==> config.mk <==
export PLATFORM = sky130hd
export DESIGN_NAME = pbs_top
export DESIGN_NICKNAME = d
export VERILOG_FILES = /design/src/logic/pbs_pkg.sv /design/src/logic/pbs_top.sv /design/src/logic/pbs_level_gen.sv /design/src/logic/pbs_seq_select.sv
export VERILOG_INCLUDE_DIRS = /design/src /design/src/logic
export SDC_FILE = /design/constraint.sdc
export NUM_CORES = 1
export LEC_CHECK = 0
export CORE_ASPECT_RATIO = 1.1
export CORE_MARGIN = 4
export CORE_UTILIZATION = 55
export DETAILED_ROUTE_END_ITERATION = 16
export DONT_BUFFER_PORTS = 1
export PLACE_DENSITY_LB_ADDON = 0.12
export SLEW_MARGIN = 15
export SYNTH_ARGS = -nofsm -noshare
export SYNTH_HDL_FRONTEND = slang
export SYNTH_SLANG_ARGS = --single-unit
==> constraint.sdc <==
create_clock -name sys_clk -period 19.3 [get_ports sys_clk]
set_clock_uncertainty 0.1 [all_clocks]
set_input_delay 0.965 -clock sys_clk [delete_from_list [all_inputs] [get_ports sys_clk]]
set_output_delay 0.965 -clock sys_clk [all_outputs]
set_load 0.02 [all_outputs]
==> src/logic/pbs_defs.svh <==
// What this block does
// source bit 0 internal, 1 external; reset external
// external input polarity: 0 low, 1 high
// start level drives output at line start
// first toggle: low reg 5:0, high 11:6
// second toggle, split the same way, toggles again
// four independent sequences, numbered 0 to 3
// change position zero fixed at zero
// each change position has 2-bit sequence pointer
// positions 1-3 programmable; pointer 0 resets to 2
// internal output inverts at either toggle position
// active sequence changes when line reaches position
`ifndef PBS_DEFS_SVH
`define PBS_DEFS_SVH

// register window and field geometry
`define PBS_ADDR_BASE        8'hc5
`define PBS_ADDR_LAST        8'he4
`define PBS_NUM_REGS         32
`define PBS_LO_MSB           5
`define PBS_HI_LSB           6
`define PBS_W_FLAG           6'h01
`define PBS_W_PTR            6'h03
`define PBS_W_POS            6'h3f
`define PBS_SEQ_STRIDE       8'h05
`define PBS_CHG_STRIDE       8'h03
`define PBS_CHG0_POSITION    12'h000

// offsets
`define PBS_OFF_SOURCE_SELECT 8'hc5
`define PBS_OFF_EXT_POLARITY  8'hc6
`define PBS_OFF_SEQ0_START    8'hc7
`define PBS_OFF_SEQ0_TOG1_LO  8'hc8
`define PBS_OFF_SEQ0_TOG1_HI  8'hc9
`define PBS_OFF_SEQ0_TOG2_LO  8'hca
`define PBS_OFF_SEQ0_TOG2_HI  8'hcb
`define PBS_OFF_SEQ1_START    8'hcc
`define PBS_OFF_SEQ1_TOG1_LO  8'hcd
`define PBS_OFF_SEQ1_TOG1_HI  8'hce
`define PBS_OFF_SEQ1_TOG2_LO  8'hcf
`define PBS_OFF_SEQ1_TOG2_HI  8'hd0
`define PBS_OFF_SEQ2_START    8'hd1
`define PBS_OFF_SEQ2_TOG1_LO  8'hd2
`define PBS_OFF_SEQ2_TOG1_HI  8'hd3
`define PBS_OFF_SEQ2_TOG2_LO  8'hd4
`define PBS_OFF_SEQ2_TOG2_HI  8'hd5
`define PBS_OFF_SEQ3_START    8'hd6
`define PBS_OFF_SEQ3_TOG1_LO  8'hd7
`define PBS_OFF_SEQ3_TOG1_HI  8'hd8
`define PBS_OFF_SEQ3_TOG2_LO  8'hd9
`define PBS_OFF_SEQ3_TOG2_HI  8'hda
`define PBS_OFF_CHG0_PTR      8'hdb
`define PBS_OFF_CHG1_POS_LO   8'hdc
`define PBS_OFF_CHG1_POS_HI   8'hdd
`define PBS_OFF_CHG1_PTR      8'hde
`define PBS_OFF_CHG2_POS_LO   8'hdf
`define PBS_OFF_CHG2_POS_HI   8'he0
`define PBS_OFF_CHG2_PTR      8'he1
`define PBS_OFF_CHG3_POS_LO   8'he2
`define PBS_OFF_CHG3_POS_HI   8'he3
`define PBS_OFF_CHG3_PTR      8'he4

// reset values
`define PBS_RST_SOURCE_SELECT 6'h01
`define PBS_RST_EXT_POLARITY  6'h00
`define PBS_RST_SEQ0_START    6'h01
`define PBS_RST_SEQ0_TOG1_LO  6'h3d
`define PBS_RST_SEQ0_TOG1_HI  6'h00
`define PBS_RST_SEQ0_TOG2_LO  6'h2a
`define PBS_RST_SEQ0_TOG2_HI  6'h06
`define PBS_RST_SEQ1_START    6'h00
`define PBS_RST_SEQ1_TOG1_LO  6'h2a
`define PBS_RST_SEQ1_TOG1_HI  6'h06
`define PBS_RST_SEQ1_TOG2_LO  6'h3f
`define PBS_RST_SEQ1_TOG2_HI  6'h3f
`define PBS_RST_SEQ2_START    6'h00
`define PBS_RST_SEQ2_TOG1_LO  6'h3f
`define PBS_RST_SEQ2_TOG1_HI  6'h3f
`define PBS_RST_SEQ2_TOG2_LO  6'h3f
`define PBS_RST_SEQ2_TOG2_HI  6'h3f
`define PBS_RST_SEQ3_START    6'h01
`define PBS_RST_SEQ3_TOG1_LO  6'h3f
`define PBS_RST_SEQ3_TOG1_HI  6'h3f
`define PBS_RST_SEQ3_TOG2_LO  6'h3f
`define PBS_RST_SEQ3_TOG2_HI  6'h3f
`define PBS_RST_CHG0_PTR      6'h02
`define PBS_RST_CHG1_POS_LO   6'h01
`define PBS_RST_CHG1_POS_HI   6'h00
`define PBS_RST_CHG1_PTR      6'h01
`define PBS_RST_CHG2_POS_LO   6'h02
`define PBS_RST_CHG2_POS_HI   6'h00
`define PBS_RST_CHG2_PTR      6'h00
`define PBS_RST_CHG3_POS_LO   6'h37
`define PBS_RST_CHG3_POS_HI   6'h03
`define PBS_RST_CHG3_PTR      6'h02

`endif

==> src/logic/pbs_pkg.sv <==
`include "pbs_defs.svh"
package pbs_pkg;

  typedef logic [5:0] pbs_field_t;

  // where the pulse comes from
  typedef enum logic {
    PBS_SRC_INTERNAL = 1'b0,
    PBS_SRC_EXTERNAL = 1'b1
  } pbs_src_t;

  // whole state of the top module
  typedef struct packed {
    pbs_field_t [`PBS_NUM_REGS-1:0] regs;
    logic [1:0]                     active_seq;
    logic                           int_level;
    logic                           pulse;
    logic [7:0]                     rd_data;
  } pbs_state_t;

endpackage

==> src/logic/pbs_top.sv <==
`timescale 1ns/1ns
`default_nettype none
`include "pbs_defs.svh"
module pbs_top (
  input  wire logic        sys_clk,
  input  wire logic        srst,
  input  wire logic        reg_wr_en,
  input  wire logic [7:0]  reg_wr_addr,
  input  wire logic [7:0]  reg_wr_data,
  input  wire logic [7:0]  reg_rd_addr,
  output logic      [7:0]  reg_rd_data,
  input  wire logic [11:0] line_count,
  input  wire logic [11:0] pixel_count,
  input  wire logic        ext_preblank,
  output logic             preblank_pulse,
  output logic      [1:0]  active_seq
);

  ////////////////////////////////////////////////////////////////////////////
  // register access helpers

  typedef pbs_pkg::pbs_field_t [`PBS_NUM_REGS-1:0] pbs_regs_t;

  function automatic logic in_window(input logic [7:0] addr);
    return (addr >= `PBS_ADDR_BASE) && (addr <= `PBS_ADDR_LAST);
  endfunction

  function automatic logic [4:0] reg_index(input logic [7:0] addr);
    logic [7:0] d;
    d = addr - `PBS_ADDR_BASE;
    return d[4:0];
  endfunction

  function automatic pbs_pkg::pbs_field_t reg_at(input pbs_regs_t r,
                                                 input logic [7:0] addr);
    return r[reg_index(addr)];
  endfunction

  // two 6-bit halves form one 12-bit position, low half first
  function automatic logic [11:0] pos12(input pbs_regs_t r,
                                        input logic [7:0] lo_addr);
    logic [11:0] p;
    p[`PBS_LO_MSB:0]   = reg_at(r, lo_addr);
    p[11:`PBS_HI_LSB]  = reg_at(r, lo_addr + 8'h01);
    return p;
  endfunction

  function automatic logic [7:0] seq_base(input logic [1:0] k);
    return `PBS_OFF_SEQ0_START + `PBS_SEQ_STRIDE * {6'h00, k};
  endfunction

  function automatic logic [7:0] chg_lo(input logic [1:0] k);
    return `PBS_OFF_CHG1_POS_LO + `PBS_CHG_STRIDE * {6'h00, k - 2'h1};
  endfunction

  // narrow fields via a local copy, since a call result cannot be sliced
  function automatic logic [1:0] ptr_at(input pbs_regs_t r,
                                        input logic [7:0] addr);
    pbs_pkg::pbs_field_t f;
    f = reg_at(r, addr);
    return f[1:0];
  endfunction

  function automatic logic flag_at(input pbs_regs_t r,
                                   input logic [7:0] addr);
    pbs_pkg::pbs_field_t f;
    f = reg_at(r, addr);
    return f[0];
  endfunction

  // writable bits per register; the rest stay zero and read as zero
  function automatic pbs_pkg::pbs_field_t width_mask(input logic [7:0] a);
    unique case (a)
      `PBS_OFF_SOURCE_SELECT, `PBS_OFF_EXT_POLARITY,
      `PBS_OFF_SEQ0_START, `PBS_OFF_SEQ1_START,
      `PBS_OFF_SEQ2_START, `PBS_OFF_SEQ3_START: return `PBS_W_FLAG;
      `PBS_OFF_CHG0_PTR, `PBS_OFF_CHG1_PTR,
      `PBS_OFF_CHG2_PTR, `PBS_OFF_CHG3_PTR:     return `PBS_W_PTR;
      default:                                 return `PBS_W_POS;
    endcase
  endfunction

  function automatic pbs_pkg::pbs_field_t reset_value(input logic [7:0] a);
    unique case (a)
      `PBS_OFF_SOURCE_SELECT: return `PBS_RST_SOURCE_SELECT;
      `PBS_OFF_EXT_POLARITY:  return `PBS_RST_EXT_POLARITY;
      `PBS_OFF_SEQ0_START:    return `PBS_RST_SEQ0_START;
      `PBS_OFF_SEQ0_TOG1_LO:  return `PBS_RST_SEQ0_TOG1_LO;
      `PBS_OFF_SEQ0_TOG1_HI:  return `PBS_RST_SEQ0_TOG1_HI;
      `PBS_OFF_SEQ0_TOG2_LO:  return `PBS_RST_SEQ0_TOG2_LO;
      `PBS_OFF_SEQ0_TOG2_HI:  return `PBS_RST_SEQ0_TOG2_HI;
      `PBS_OFF_SEQ1_START:    return `PBS_RST_SEQ1_START;
      `PBS_OFF_SEQ1_TOG1_LO:  return `PBS_RST_SEQ1_TOG1_LO;
      `PBS_OFF_SEQ1_TOG1_HI:  return `PBS_RST_SEQ1_TOG1_HI;
      `PBS_OFF_SEQ1_TOG2_LO:  return `PBS_RST_SEQ1_TOG2_LO;
      `PBS_OFF_SEQ1_TOG2_HI:  return `PBS_RST_SEQ1_TOG2_HI;
      `PBS_OFF_SEQ2_START:    return `PBS_RST_SEQ2_START;
      `PBS_OFF_SEQ2_TOG1_LO:  return `PBS_RST_SEQ2_TOG1_LO;
      `PBS_OFF_SEQ2_TOG1_HI:  return `PBS_RST_SEQ2_TOG1_HI;
      `PBS_OFF_SEQ2_TOG2_LO:  return `PBS_RST_SEQ2_TOG2_LO;
      `PBS_OFF_SEQ2_TOG2_HI:  return `PBS_RST_SEQ2_TOG2_HI;
      `PBS_OFF_SEQ3_START:    return `PBS_RST_SEQ3_START;
      `PBS_OFF_SEQ3_TOG1_LO:  return `PBS_RST_SEQ3_TOG1_LO;
      `PBS_OFF_SEQ3_TOG1_HI:  return `PBS_RST_SEQ3_TOG1_HI;
      `PBS_OFF_SEQ3_TOG2_LO:  return `PBS_RST_SEQ3_TOG2_LO;
      `PBS_OFF_SEQ3_TOG2_HI:  return `PBS_RST_SEQ3_TOG2_HI;
      `PBS_OFF_CHG0_PTR:      return `PBS_RST_CHG0_PTR;
      `PBS_OFF_CHG1_POS_LO:   return `PBS_RST_CHG1_POS_LO;
      `PBS_OFF_CHG1_POS_HI:   return `PBS_RST_CHG1_POS_HI;
      `PBS_OFF_CHG1_PTR:      return `PBS_RST_CHG1_PTR;
      `PBS_OFF_CHG2_POS_LO:   return `PBS_RST_CHG2_POS_LO;
      `PBS_OFF_CHG2_POS_HI:   return `PBS_RST_CHG2_POS_HI;
      `PBS_OFF_CHG2_PTR:      return `PBS_RST_CHG2_PTR;
      `PBS_OFF_CHG3_POS_LO:   return `PBS_RST_CHG3_POS_LO;
      `PBS_OFF_CHG3_POS_HI:   return `PBS_RST_CHG3_POS_HI;
      `PBS_OFF_CHG3_PTR:      return `PBS_RST_CHG3_PTR;
      default:                return 6'h00;
    endcase
  endfunction

  ////////////////////////////////////////////////////////////////////////////
  // state and decoded fields

  pbs_pkg::pbs_state_t state;
  pbs_pkg::pbs_state_t next_state;

  pbs_pkg::pbs_src_t   source;
  logic                ext_high_active;
  logic [1:0]          sel_seq;
  logic                sel_start;
  logic [11:0]         sel_first;
  logic [11:0]         sel_second;
  logic [11:0]         chg_pos1;
  logic [11:0]         chg_pos2;
  logic [11:0]         chg_pos3;
  logic                line_start;
  logic                int_next;

  // control bits decoded from the register file
  always_comb begin
    source = pbs_pkg::pbs_src_t'(reg_at(state.regs,
                                        `PBS_OFF_SOURCE_SELECT) != 6'h00);
    ext_high_active = reg_at(state.regs, `PBS_OFF_EXT_POLARITY) != 6'h00;
    chg_pos1 = pos12(state.regs, chg_lo(2'h1));
    chg_pos2 = pos12(state.regs, chg_lo(2'h2));
    chg_pos3 = pos12(state.regs, chg_lo(2'h3));
    line_start = (pixel_count == 12'h000);
  end

  ////////////////////////////////////////////////////////////////////////////
  // sequence choice: only re-evaluated at line start, so a line never
  // switches sequence halfway through its toggles

  logic [1:0] seq_candidate;

  pbs_seq_select u_seq_select (
    .line_count        (line_count),
    .change_position_1 (chg_pos1),
    .change_position_2 (chg_pos2),
    .change_position_3 (chg_pos3),
    .pointer_0         (ptr_at(state.regs, `PBS_OFF_CHG0_PTR)),
    .pointer_1         (ptr_at(state.regs, `PBS_OFF_CHG1_PTR)),
    .pointer_2         (ptr_at(state.regs, `PBS_OFF_CHG2_PTR)),
    .pointer_3         (ptr_at(state.regs, `PBS_OFF_CHG3_PTR)),
    .current_seq       (state.active_seq),
    .next_seq          (seq_candidate)
  );

  // fields of the sequence in force for this pixel
  always_comb begin
    sel_seq    = line_start ? seq_candidate : state.active_seq;
    sel_start  = flag_at(state.regs, seq_base(sel_seq));
    sel_first  = pos12(state.regs, seq_base(sel_seq) + 8'h01);
    sel_second = pos12(state.regs, seq_base(sel_seq) + 8'h03);
  end

  pbs_level_gen u_level_gen (
    .pixel_count   (pixel_count),
    .start_level   (sel_start),
    .first_toggle  (sel_first),
    .second_toggle (sel_second),
    .level         (state.int_level),
    .next_level    (int_next)
  );

  ////////////////////////////////////////////////////////////////////////////
  // next state

  always_comb begin
    next_state = state;
    next_state.active_seq = sel_seq;
    next_state.int_level  = int_next;
    // external pin is normalised to an active-high pulse
    if (source == pbs_pkg::PBS_SRC_EXTERNAL) begin
      next_state.pulse = ext_high_active ? ext_preblank
                                         : ~ext_preblank;
    end else begin
      next_state.pulse = int_next;
    end
    // writes outside the window are dropped silently
    if (reg_wr_en && in_window(reg_wr_addr)) begin
      next_state.regs[reg_index(reg_wr_addr)] =
        reg_wr_data[5:0] & width_mask(reg_wr_addr);
    end
    // unmapped reads return zero
    if (in_window(reg_rd_addr)) begin
      next_state.rd_data = {2'b00, reg_at(state.regs, reg_rd_addr)};
    end else begin
      next_state.rd_data = 8'h00;
    end
    if (srst) begin
      for (int i = 0; i < `PBS_NUM_REGS; i++) begin
        next_state.regs[i] = reset_value(`PBS_ADDR_BASE + 8'(i));
      end
      next_state.active_seq = 2'h0;
      next_state.int_level  = 1'b0;
      next_state.pulse      = 1'b0;
      next_state.rd_data    = 8'h00;
    end
  end

  // single register stage for all state
  always_ff @(posedge sys_clk) begin
    state <= next_state;
  end

  assign reg_rd_data    = state.rd_data;
  assign preblank_pulse = state.pulse;
  assign active_seq     = state.active_seq;

  logic ext_mode;
  logic [11:0] a_first;
  logic [11:0] a_second;
  logic [11:0] a_seq0_first;
  logic [11:0] a_seq3_first;
  assign ext_mode = (source == pbs_pkg::PBS_SRC_EXTERNAL);
  assign a_first  = pos12(state.regs, seq_base(state.active_seq) + 8'h01);
  assign a_second = pos12(state.regs, seq_base(state.active_seq) + 8'h03);
  assign a_seq0_first = pos12(state.regs, `PBS_OFF_SEQ0_TOG1_LO);
  assign a_seq3_first = pos12(state.regs, `PBS_OFF_SEQ3_TOG1_LO);
endmodule // pbs_top
`default_nettype wire

==> src/logic/pbs_level_gen.sv <==
`timescale 1ns/1ns
`default_nettype none
module pbs_level_gen (
  input  wire logic [11:0] pixel_count,
  input  wire logic        start_level,
  input  wire logic [11:0] first_toggle,
  input  wire logic [11:0] second_toggle,
  input  wire logic        level,
  output logic             next_level
);
  logic base;
  logic hit;

  // line start reloads the start level; both positions equal toggle once
  always_comb begin
    base = (pixel_count == 12'h000) ? start_level : level;
    hit  = (pixel_count == first_toggle) ||
           (pixel_count == second_toggle);
    next_level = base ^ hit;
  end
endmodule // pbs_level_gen
`default_nettype wire

==> src/logic/pbs_seq_select.sv <==
`timescale 1ns/1ns
`default_nettype none
`include "pbs_defs.svh"
module pbs_seq_select (
  input  wire logic [11:0] line_count,
  input  wire logic [11:0] change_position_1,
  input  wire logic [11:0] change_position_2,
  input  wire logic [11:0] change_position_3,
  input  wire logic [1:0]  pointer_0,
  input  wire logic [1:0]  pointer_1,
  input  wire logic [1:0]  pointer_2,
  input  wire logic [1:0]  pointer_3,
  input  wire logic [1:0]  current_seq,
  output logic      [1:0]  next_seq
);
  // later positions win when several match the same line
  always_comb begin
    next_seq = current_seq;
    if (line_count == `PBS_CHG0_POSITION) begin
      next_seq = pointer_0;
    end
    if (line_count == change_position_1) begin
      next_seq = pointer_1;
    end
    if (line_count == change_position_2) begin
      next_seq = pointer_2;
    end
    if (line_count == change_position_3) begin
      next_seq = pointer_3;
    end
  end
endmodule // pbs_seq_select
`default_nettype wire

### Yosys cells after proc, flatten, opt, wreduce, memory -nomap -nowiden

Cells that the tools add are included.
Widths: inputs -> output; s select.

* register bits after elaboration: 204
* logic and storage cells: 118
* bits in read-only memories: 0
* bits in latches: 0
* memories: 0
* RAM bits: 0

* div/mod/pow operators: 0
* eq/ne operators: 15
* shift-type cells: 0
* multiply operators: 1
* order comparisons: 12
* $add $sub $neg: 12
* muxes and demuxes: 25
* bitwise operators: 4
* reduce and logical (&&, ||, !) cells: 12

Operators with widths (number)
* $bwmux 192: 1
* $bmux 6 s5: 6
* $eq 8x8->1 const B: 10
* $eq 12x12->1: 5
* $lt 5x6->1 const B: 7
* $mux 6: 7
* $sub 5x3->5 const B: 7
* $demux 6 s5: 1
* $logic_not 12->1: 2
* $ge 8x8->1 const B: 2
* $le 8x8->1 const B: 2
* $add 5x1->5 const B: 3
* $pmux 6 s2: 1
* $reduce_bool 6->1: 2
* $mux 2: 5
* $and 6x6->6: 1
* $reduce_or 6->1: 1
* $add 4x5->5 const A: 1
* $add 5x2->5 const B: 1
* $ge 5x1->1 const B: 1
* $mul 3x2->5 const A: 1
* $logic_and 1x1->1: 4
* $mux 1: 4
* $reduce_or 4->1: 1
* 4 further kinds: 5

### Longest topological paths before layout

* depth in word-level cells: 17
* mapped depth: 29

### Modules after synthesis

From an unflattened synthesis, not the netlist that was laid out.

* cells, all modules: 1682
* area total of the unflattened synthesis: 15169.5 um2

Modules (own cells, without submodules)
* pbs_top: area an instance 14346.3 um2, times used 1, cells each 1578
* pbs_seq_select: area an instance 513.0 um2, times used 1, cells each 65
* pbs_level_gen: area an instance 310.3 um2, times used 1, cells each 39

### Worst setup path after synthesis

OpenSTA, ideal clock, no wires.

* kind: input to register
* start: in pixel_count[8]
* end: reg state (netlist bit preblank_pulse)
* stages: 29
* setup slack: 12.249 ns
* arrival: 6.817 ns
* data required time: 19.066 ns
* cells stage by stage: clkbuf_1 > nor4_2 > nand3_1 > nand2b_2 > o21ai_4 > a21oi_4 > buf_2 > buf_4 > buf_4 > buf_4 > buf_2 > ha_1 > clkbuf_1 > nand2b_1 > clkbuf_1 > a21oi_1 > a31oi_1 > and2_1 > clkbuf_1 > mux2i_1 > mux2i_1 > xnor2_1 > o22ai_1 > or4b_1 > or4_1 > nor4_1 > a41oi_1 > xnor2_1 > a211oi_1

* word-level cells in the longest chain between the ends: 13
* elaborated cells on any way between the ends: 29
* those cells by class: 10 x add/sub; 1 x mul; 2 x eq/ne; 13 x mux; 1 x bitwise; 2 x reduce/logical

RTL lines
* start: declaration: line pbs_top.sv:13 `input wire logic [11:0] pixel_count,`
* $logic_not 12->1 (*): line pbs_top.sv:147 `line_start = (pixel_count == 12'h000);`
* $mux 2 (*): line pbs_top.sv:171 `sel_seq = line_start ? seq_candidate : state.active_seq;`
* net sel_seq[0]: line pbs_top.sv:129 `logic [1:0] sel_seq;`
* $mul 3x2->5 (no source line) (*)
* $add 4x5->5 (no source line) (*)
* $add 5x1->5 / $add 5x2->5 (equally long branches): line pbs_top.sv:173, pbs_top.sv:174
* $add 5x1->5: line pbs_top.sv:44 `` p[11:`PBS_HI_LSB] = reg_at(r, lo_addr + 8'h01); ``
* $sub 5x3->5 (no source line)
* $bmux 6 s5: line pbs_top.sv:36 `return r[reg_index(addr)];`
* $mux 6 (not written as such): line pbs_top.sv:36
* $eq 12x12->1, on equally long branches: line pbs_level_gen.sv:17, pbs_level_gen.sv:18
* $logic_or 1x1->1: line pbs_level_gen.sv:17 `hit = (pixel_count == first_toggle) ||`
* $xor 1x1->1 (*): line pbs_level_gen.sv:19 `next_level = base ^ hit;`
* $mux 1 (*): line pbs_top.sv:194 `if (source == pbs_pkg::PBS_SRC_EXTERNAL) begin`
* end signal: assignment: line pbs_top.sv:224 `state <= next_state;`
* end: declaration: line pbs_top.sv:124 `pbs_pkg::pbs_state_t state;`

The timed path passes the listed nets; every way through them passes the cells marked *. The select of a mux whose other input is x is not followed.
A chain may end at the register's enable or synchronous reset.

### Worst setup path in the final report

* start: in line_count[4]
* end: reg state (netlist bit preblank_pulse)

* word-level cells in the longest chain between the ends: 17
* elaborated cells on any way between the ends: 36
* those cells by class: 10 x add/sub; 1 x mul; 5 x eq/ne; 17 x mux; 1 x bitwise; 2 x reduce/logical

RTL lines
* start: declaration: line pbs_top.sv:12 `input wire logic [11:0] line_count,`
* $logic_not 12->1 (no source line)
* $mux 2: line pbs_seq_select.sv:19 `` if (line_count == `PBS_CHG0_POSITION) begin ``
* $mux 2: line pbs_seq_select.sv:22 `if (line_count == change_position_1) begin`
* $mux 2: line pbs_seq_select.sv:25 `if (line_count == change_position_2) begin`
* $mux 2 (*): line pbs_seq_select.sv:28 `if (line_count == change_position_3) begin`
* $mux 2 (*): line pbs_top.sv:171
* net sel_seq[1]: line pbs_top.sv:129
* $mul 3x2->5 (no source line) (*)
* (+2 left out)
* $add 5x1->5: line pbs_top.sv:44
* $sub 5x3->5 (no source line)
* $bmux 6 s5: line pbs_top.sv:36
* $mux 6 (not written as such): line pbs_top.sv:36
* $eq 12x12->1, on equally long branches: line pbs_level_gen.sv:17, pbs_level_gen.sv:18
* $logic_or 1x1->1: line pbs_level_gen.sv:17
* $xor 1x1->1 (*): line pbs_level_gen.sv:19
* $mux 1 (*): line pbs_top.sv:194

Marked as above.

==> out/metrics.yaml <==
outcome:
  status: "finished, final reports clean"
min_path:
  hp-class: "flop to flop"
  whs_path_depth: 1
  hp-start: "state[57]"
cells_and_area:
  antennaDiodeCount: 0
  layout.nets: 1419
  drive_gt1_share_pct: 12.65
  area_growth_pct: 5.707
  fill_cells: 2117
  final-instance-count-excl-fill: 1680
clock_tree:
  cts_tree: "yes"
  clkSlewWorstSetupHoldPaths_ps: 60
  cts_made_buffers: 23
  post-cts-setup-buffers: 0
  clockBufferDepth: 3
  cts_num_sinks: 202
  hold_buffers: 0
  htreeDepth: 1
  clock_latency_ps: 520
  cts_resized: 0
  root_buffer: "clkbuf_16"
critical_path:
  critPathMaxFanout: 27
  rr_worst_depth: 24
  crit_path_end_kind: "flop"
  startpoint_type: "input pin"
  critical-path-max-stage-delay_ps: 910
  path_common_cell: "a21oi_1"
  critical_path_class: "input pin to flop"
  path_cells: "xnor2_1 > nand4_1 > nor3_2 > nor2_1 > a21oi_1 > o211ai_1 > o211a_1 > a21oi_1 > inv_1 > ha_1 > buf_4 > nand2b_1 > a21oi_1 > a31oi_1 > nand2_1 > a311o_1 > a2111oi_0 > or3_1 > o2111ai_1 > or4_1 > nor4_1 > a41oi_1 > xnor2_1 > a211oi_1"
  r2r_start: "chg_pos1[11]"
  cpMaxStageDelayCell: "a2111oi_0"
  crit_start: "line_count[4]"
  cp_data_required_time_ps: 19570
  arrival_ps: 8040
placement:
  pre_cts_slack_ps: 11500
  dpl.hpwl_um: 35650
  dp.cells: 1639
  place_congestion: 1.051
  io_buffers: 0
timing:
  tightest_slew_ps: 1201
  hold_slack_ps: 385.7
  final_max_slew_viol_count: 0
  fin_setup_tns_ps: 0
  rsz0062_at_grt: "false"
  slew-limit-headroom_pct: 19.91
  fmax_ghz: 0.1286
  hold_viol: 0
  fin_crit_sh_pct: 40.28
  worst_slack_ps: 11530
  setup_viol: 0
  fin_crit_ps: 7775
synth:
  synth_seq_cells: 202
  ys_seq_area_share_pct: 30.74
  yosys_warnings: 0
  synth-edff-count: 0
  synthCells: 1442
  async_flop_share_pct: 0
  synthDistinctLibCells: 75
  synth_area_mm2: 0.01315
  syn_area_per_cell_um2: 9.122
  synth_top_area_cell: "dfxtp_1"
  ys_dominant_reg_cell: "dfxtp_1"
  synth.area.top_cells: "dfxtp_1 (31%), mux4_2 (16%), mux2i_1 (7.3%)"
  synth_top_area_share_pct: 30.74
route:
  drt-vias-per-instance: 7.167
  ant_nets: 0
  first_pass_iters: 6
  wl_per_cell_um: 29.85
  first_iter_violations: 1791
  routed-via-count: 12040
  remaining_drc_errors: 0
  wl_um: 50150
global_route:
  grt.total_usage_pct: 37.12
  antenna_found_initial: 0
  first_global_vias: 11030
  globalRouteOverflowTotal: 0
  grt_max_degree: 163
  grt_pass1_wl_um: 73340
flow_run:
  drv_cap: 0
pwr:
  p_leak_uw: 0.004892
  power.density_mw_per_mm2: 68.64
  ir_worst_vdd_uv: 56.15
floorplan:
  core_area_mm2: 0.02362
  fp.dieArea_mm2: 0.02646
  initial_utilization_pct: 55.68
  die_y_um: 170.2
  die_width_um: 155.5
  io_pins: 63
  rows: 59
-- state kept, by name, indices dropped and copies added (netlist names) --
register        flops
state             133
a_seq0_first       12
a_seq3_first       12
chg_pos1           12
chg_pos2           12
chg_pos3           12
reg_rd_data         6
active_seq          2
preblank_pulse      1
-- layout by cell type (no fill, tap or decap), types with 19 or more instances in the layout --
cell type / synthesis / layout
nand3_1: 42 / 42
clkbuf_16: 0 / 23
nand4_1: 19 / 19
nor2_1: 203 / 203
mux4_2: 91 / 91
o21ai_0: 26 / 26
a21oi_1: 52 / 52
dfxtp_1: 202 / 202
nand2_1: 144 / 144
xor2_1: 24 / 24
xnor2_1: 45 / 44
and2_1: 51 / 51
mux2i_1: 96 / 96
a211o_1: 87 / 87
-- Yosys cell counts (all sizes together) (8+ instances only) --
library cell	n
nand3	42
a211o	87
nor2	203
dfxtp	202
a221oi	8
and2	52
xnor2	45
a211oi	12
o21ai	27
mux2	13
and3	9
a21oi	53
buf	38
o211ai	11
nand4	19
or3	8
mux4	91
nand2	144
nand2b	11
nor2b	12
xor2	24
a22oi	12
ha	8
nor4	13
clkbuf	83
inv	15
nor3	19
mux2i	96
-- logic make-up after synthesis --
group | synth area share [%]
AOI/OAI and AO/OA | 15.81
xor gates and xnor gates | 4.594
adders and majority gates | 0.7610
buffers and inverters | 4.537
DFF | 30.74
muxes | 24.03
other | 0.02851
and+or+nand+nor | 19.50
-- where the power goes --
part	leakage, µW	switching [µW]	internal (µW)
Sequential	0.00163	1.83	418
Combinational	0.00288	41.6	32.2
Clock	0.000384	182	279
-- per-stage QoR --
step           total power [µW]  util [%]  area [µm²]
3_5_place_dp              501.0     55.54       13120
6_report                  954.4     58.86       13900
3_3_place_gp              500.2     55.54       13120
2_1_floorplan             489.6         -       13160
4_1_cts                   952.3     58.86       13900
5_1_grt                   973.8     58.86       13900
-- cell type report --
type	instances	area [µm²]	share of cell area, %
clock inverter	8	121.4	0.8728
timing repair buffer	12	90.09	0.6479
multi-input combinational	1103	8538	61.41
inverter	17	66.31	0.4769
tap	305	381.6	2.745
clock buffer	33	663.1	4.769
sequential	202	4044	29.08
-- critical path, delay by kind of cell --
family,cells,cell delay (ps)
compound gates,11,2960
xor+xnor,2,560
fa+ha+maj,1,330
buf+inv,2,570
simple gates,8,2660
-- final timing paths --
kind | end | slack [ps]
min reg2reg | state[57] | 390
max | preblank_pulse | 11530
min | state[57] | 390
max reg2reg | preblank_pulse | 11540
-- routing by layer --
layer  wire length (µm)  part of all wire (%)  global-route usage, %  vias up
li1                   -                     -                      -     5143
met1              19130                    38                  50.40     5837
met2              21580                    43                  55.88      872
met3               6340                    13                  9.232      189
met4               3103                   6.2                  17.51        0
met5                  0                     0                      0        -
(Power assumes the default switching activity.)
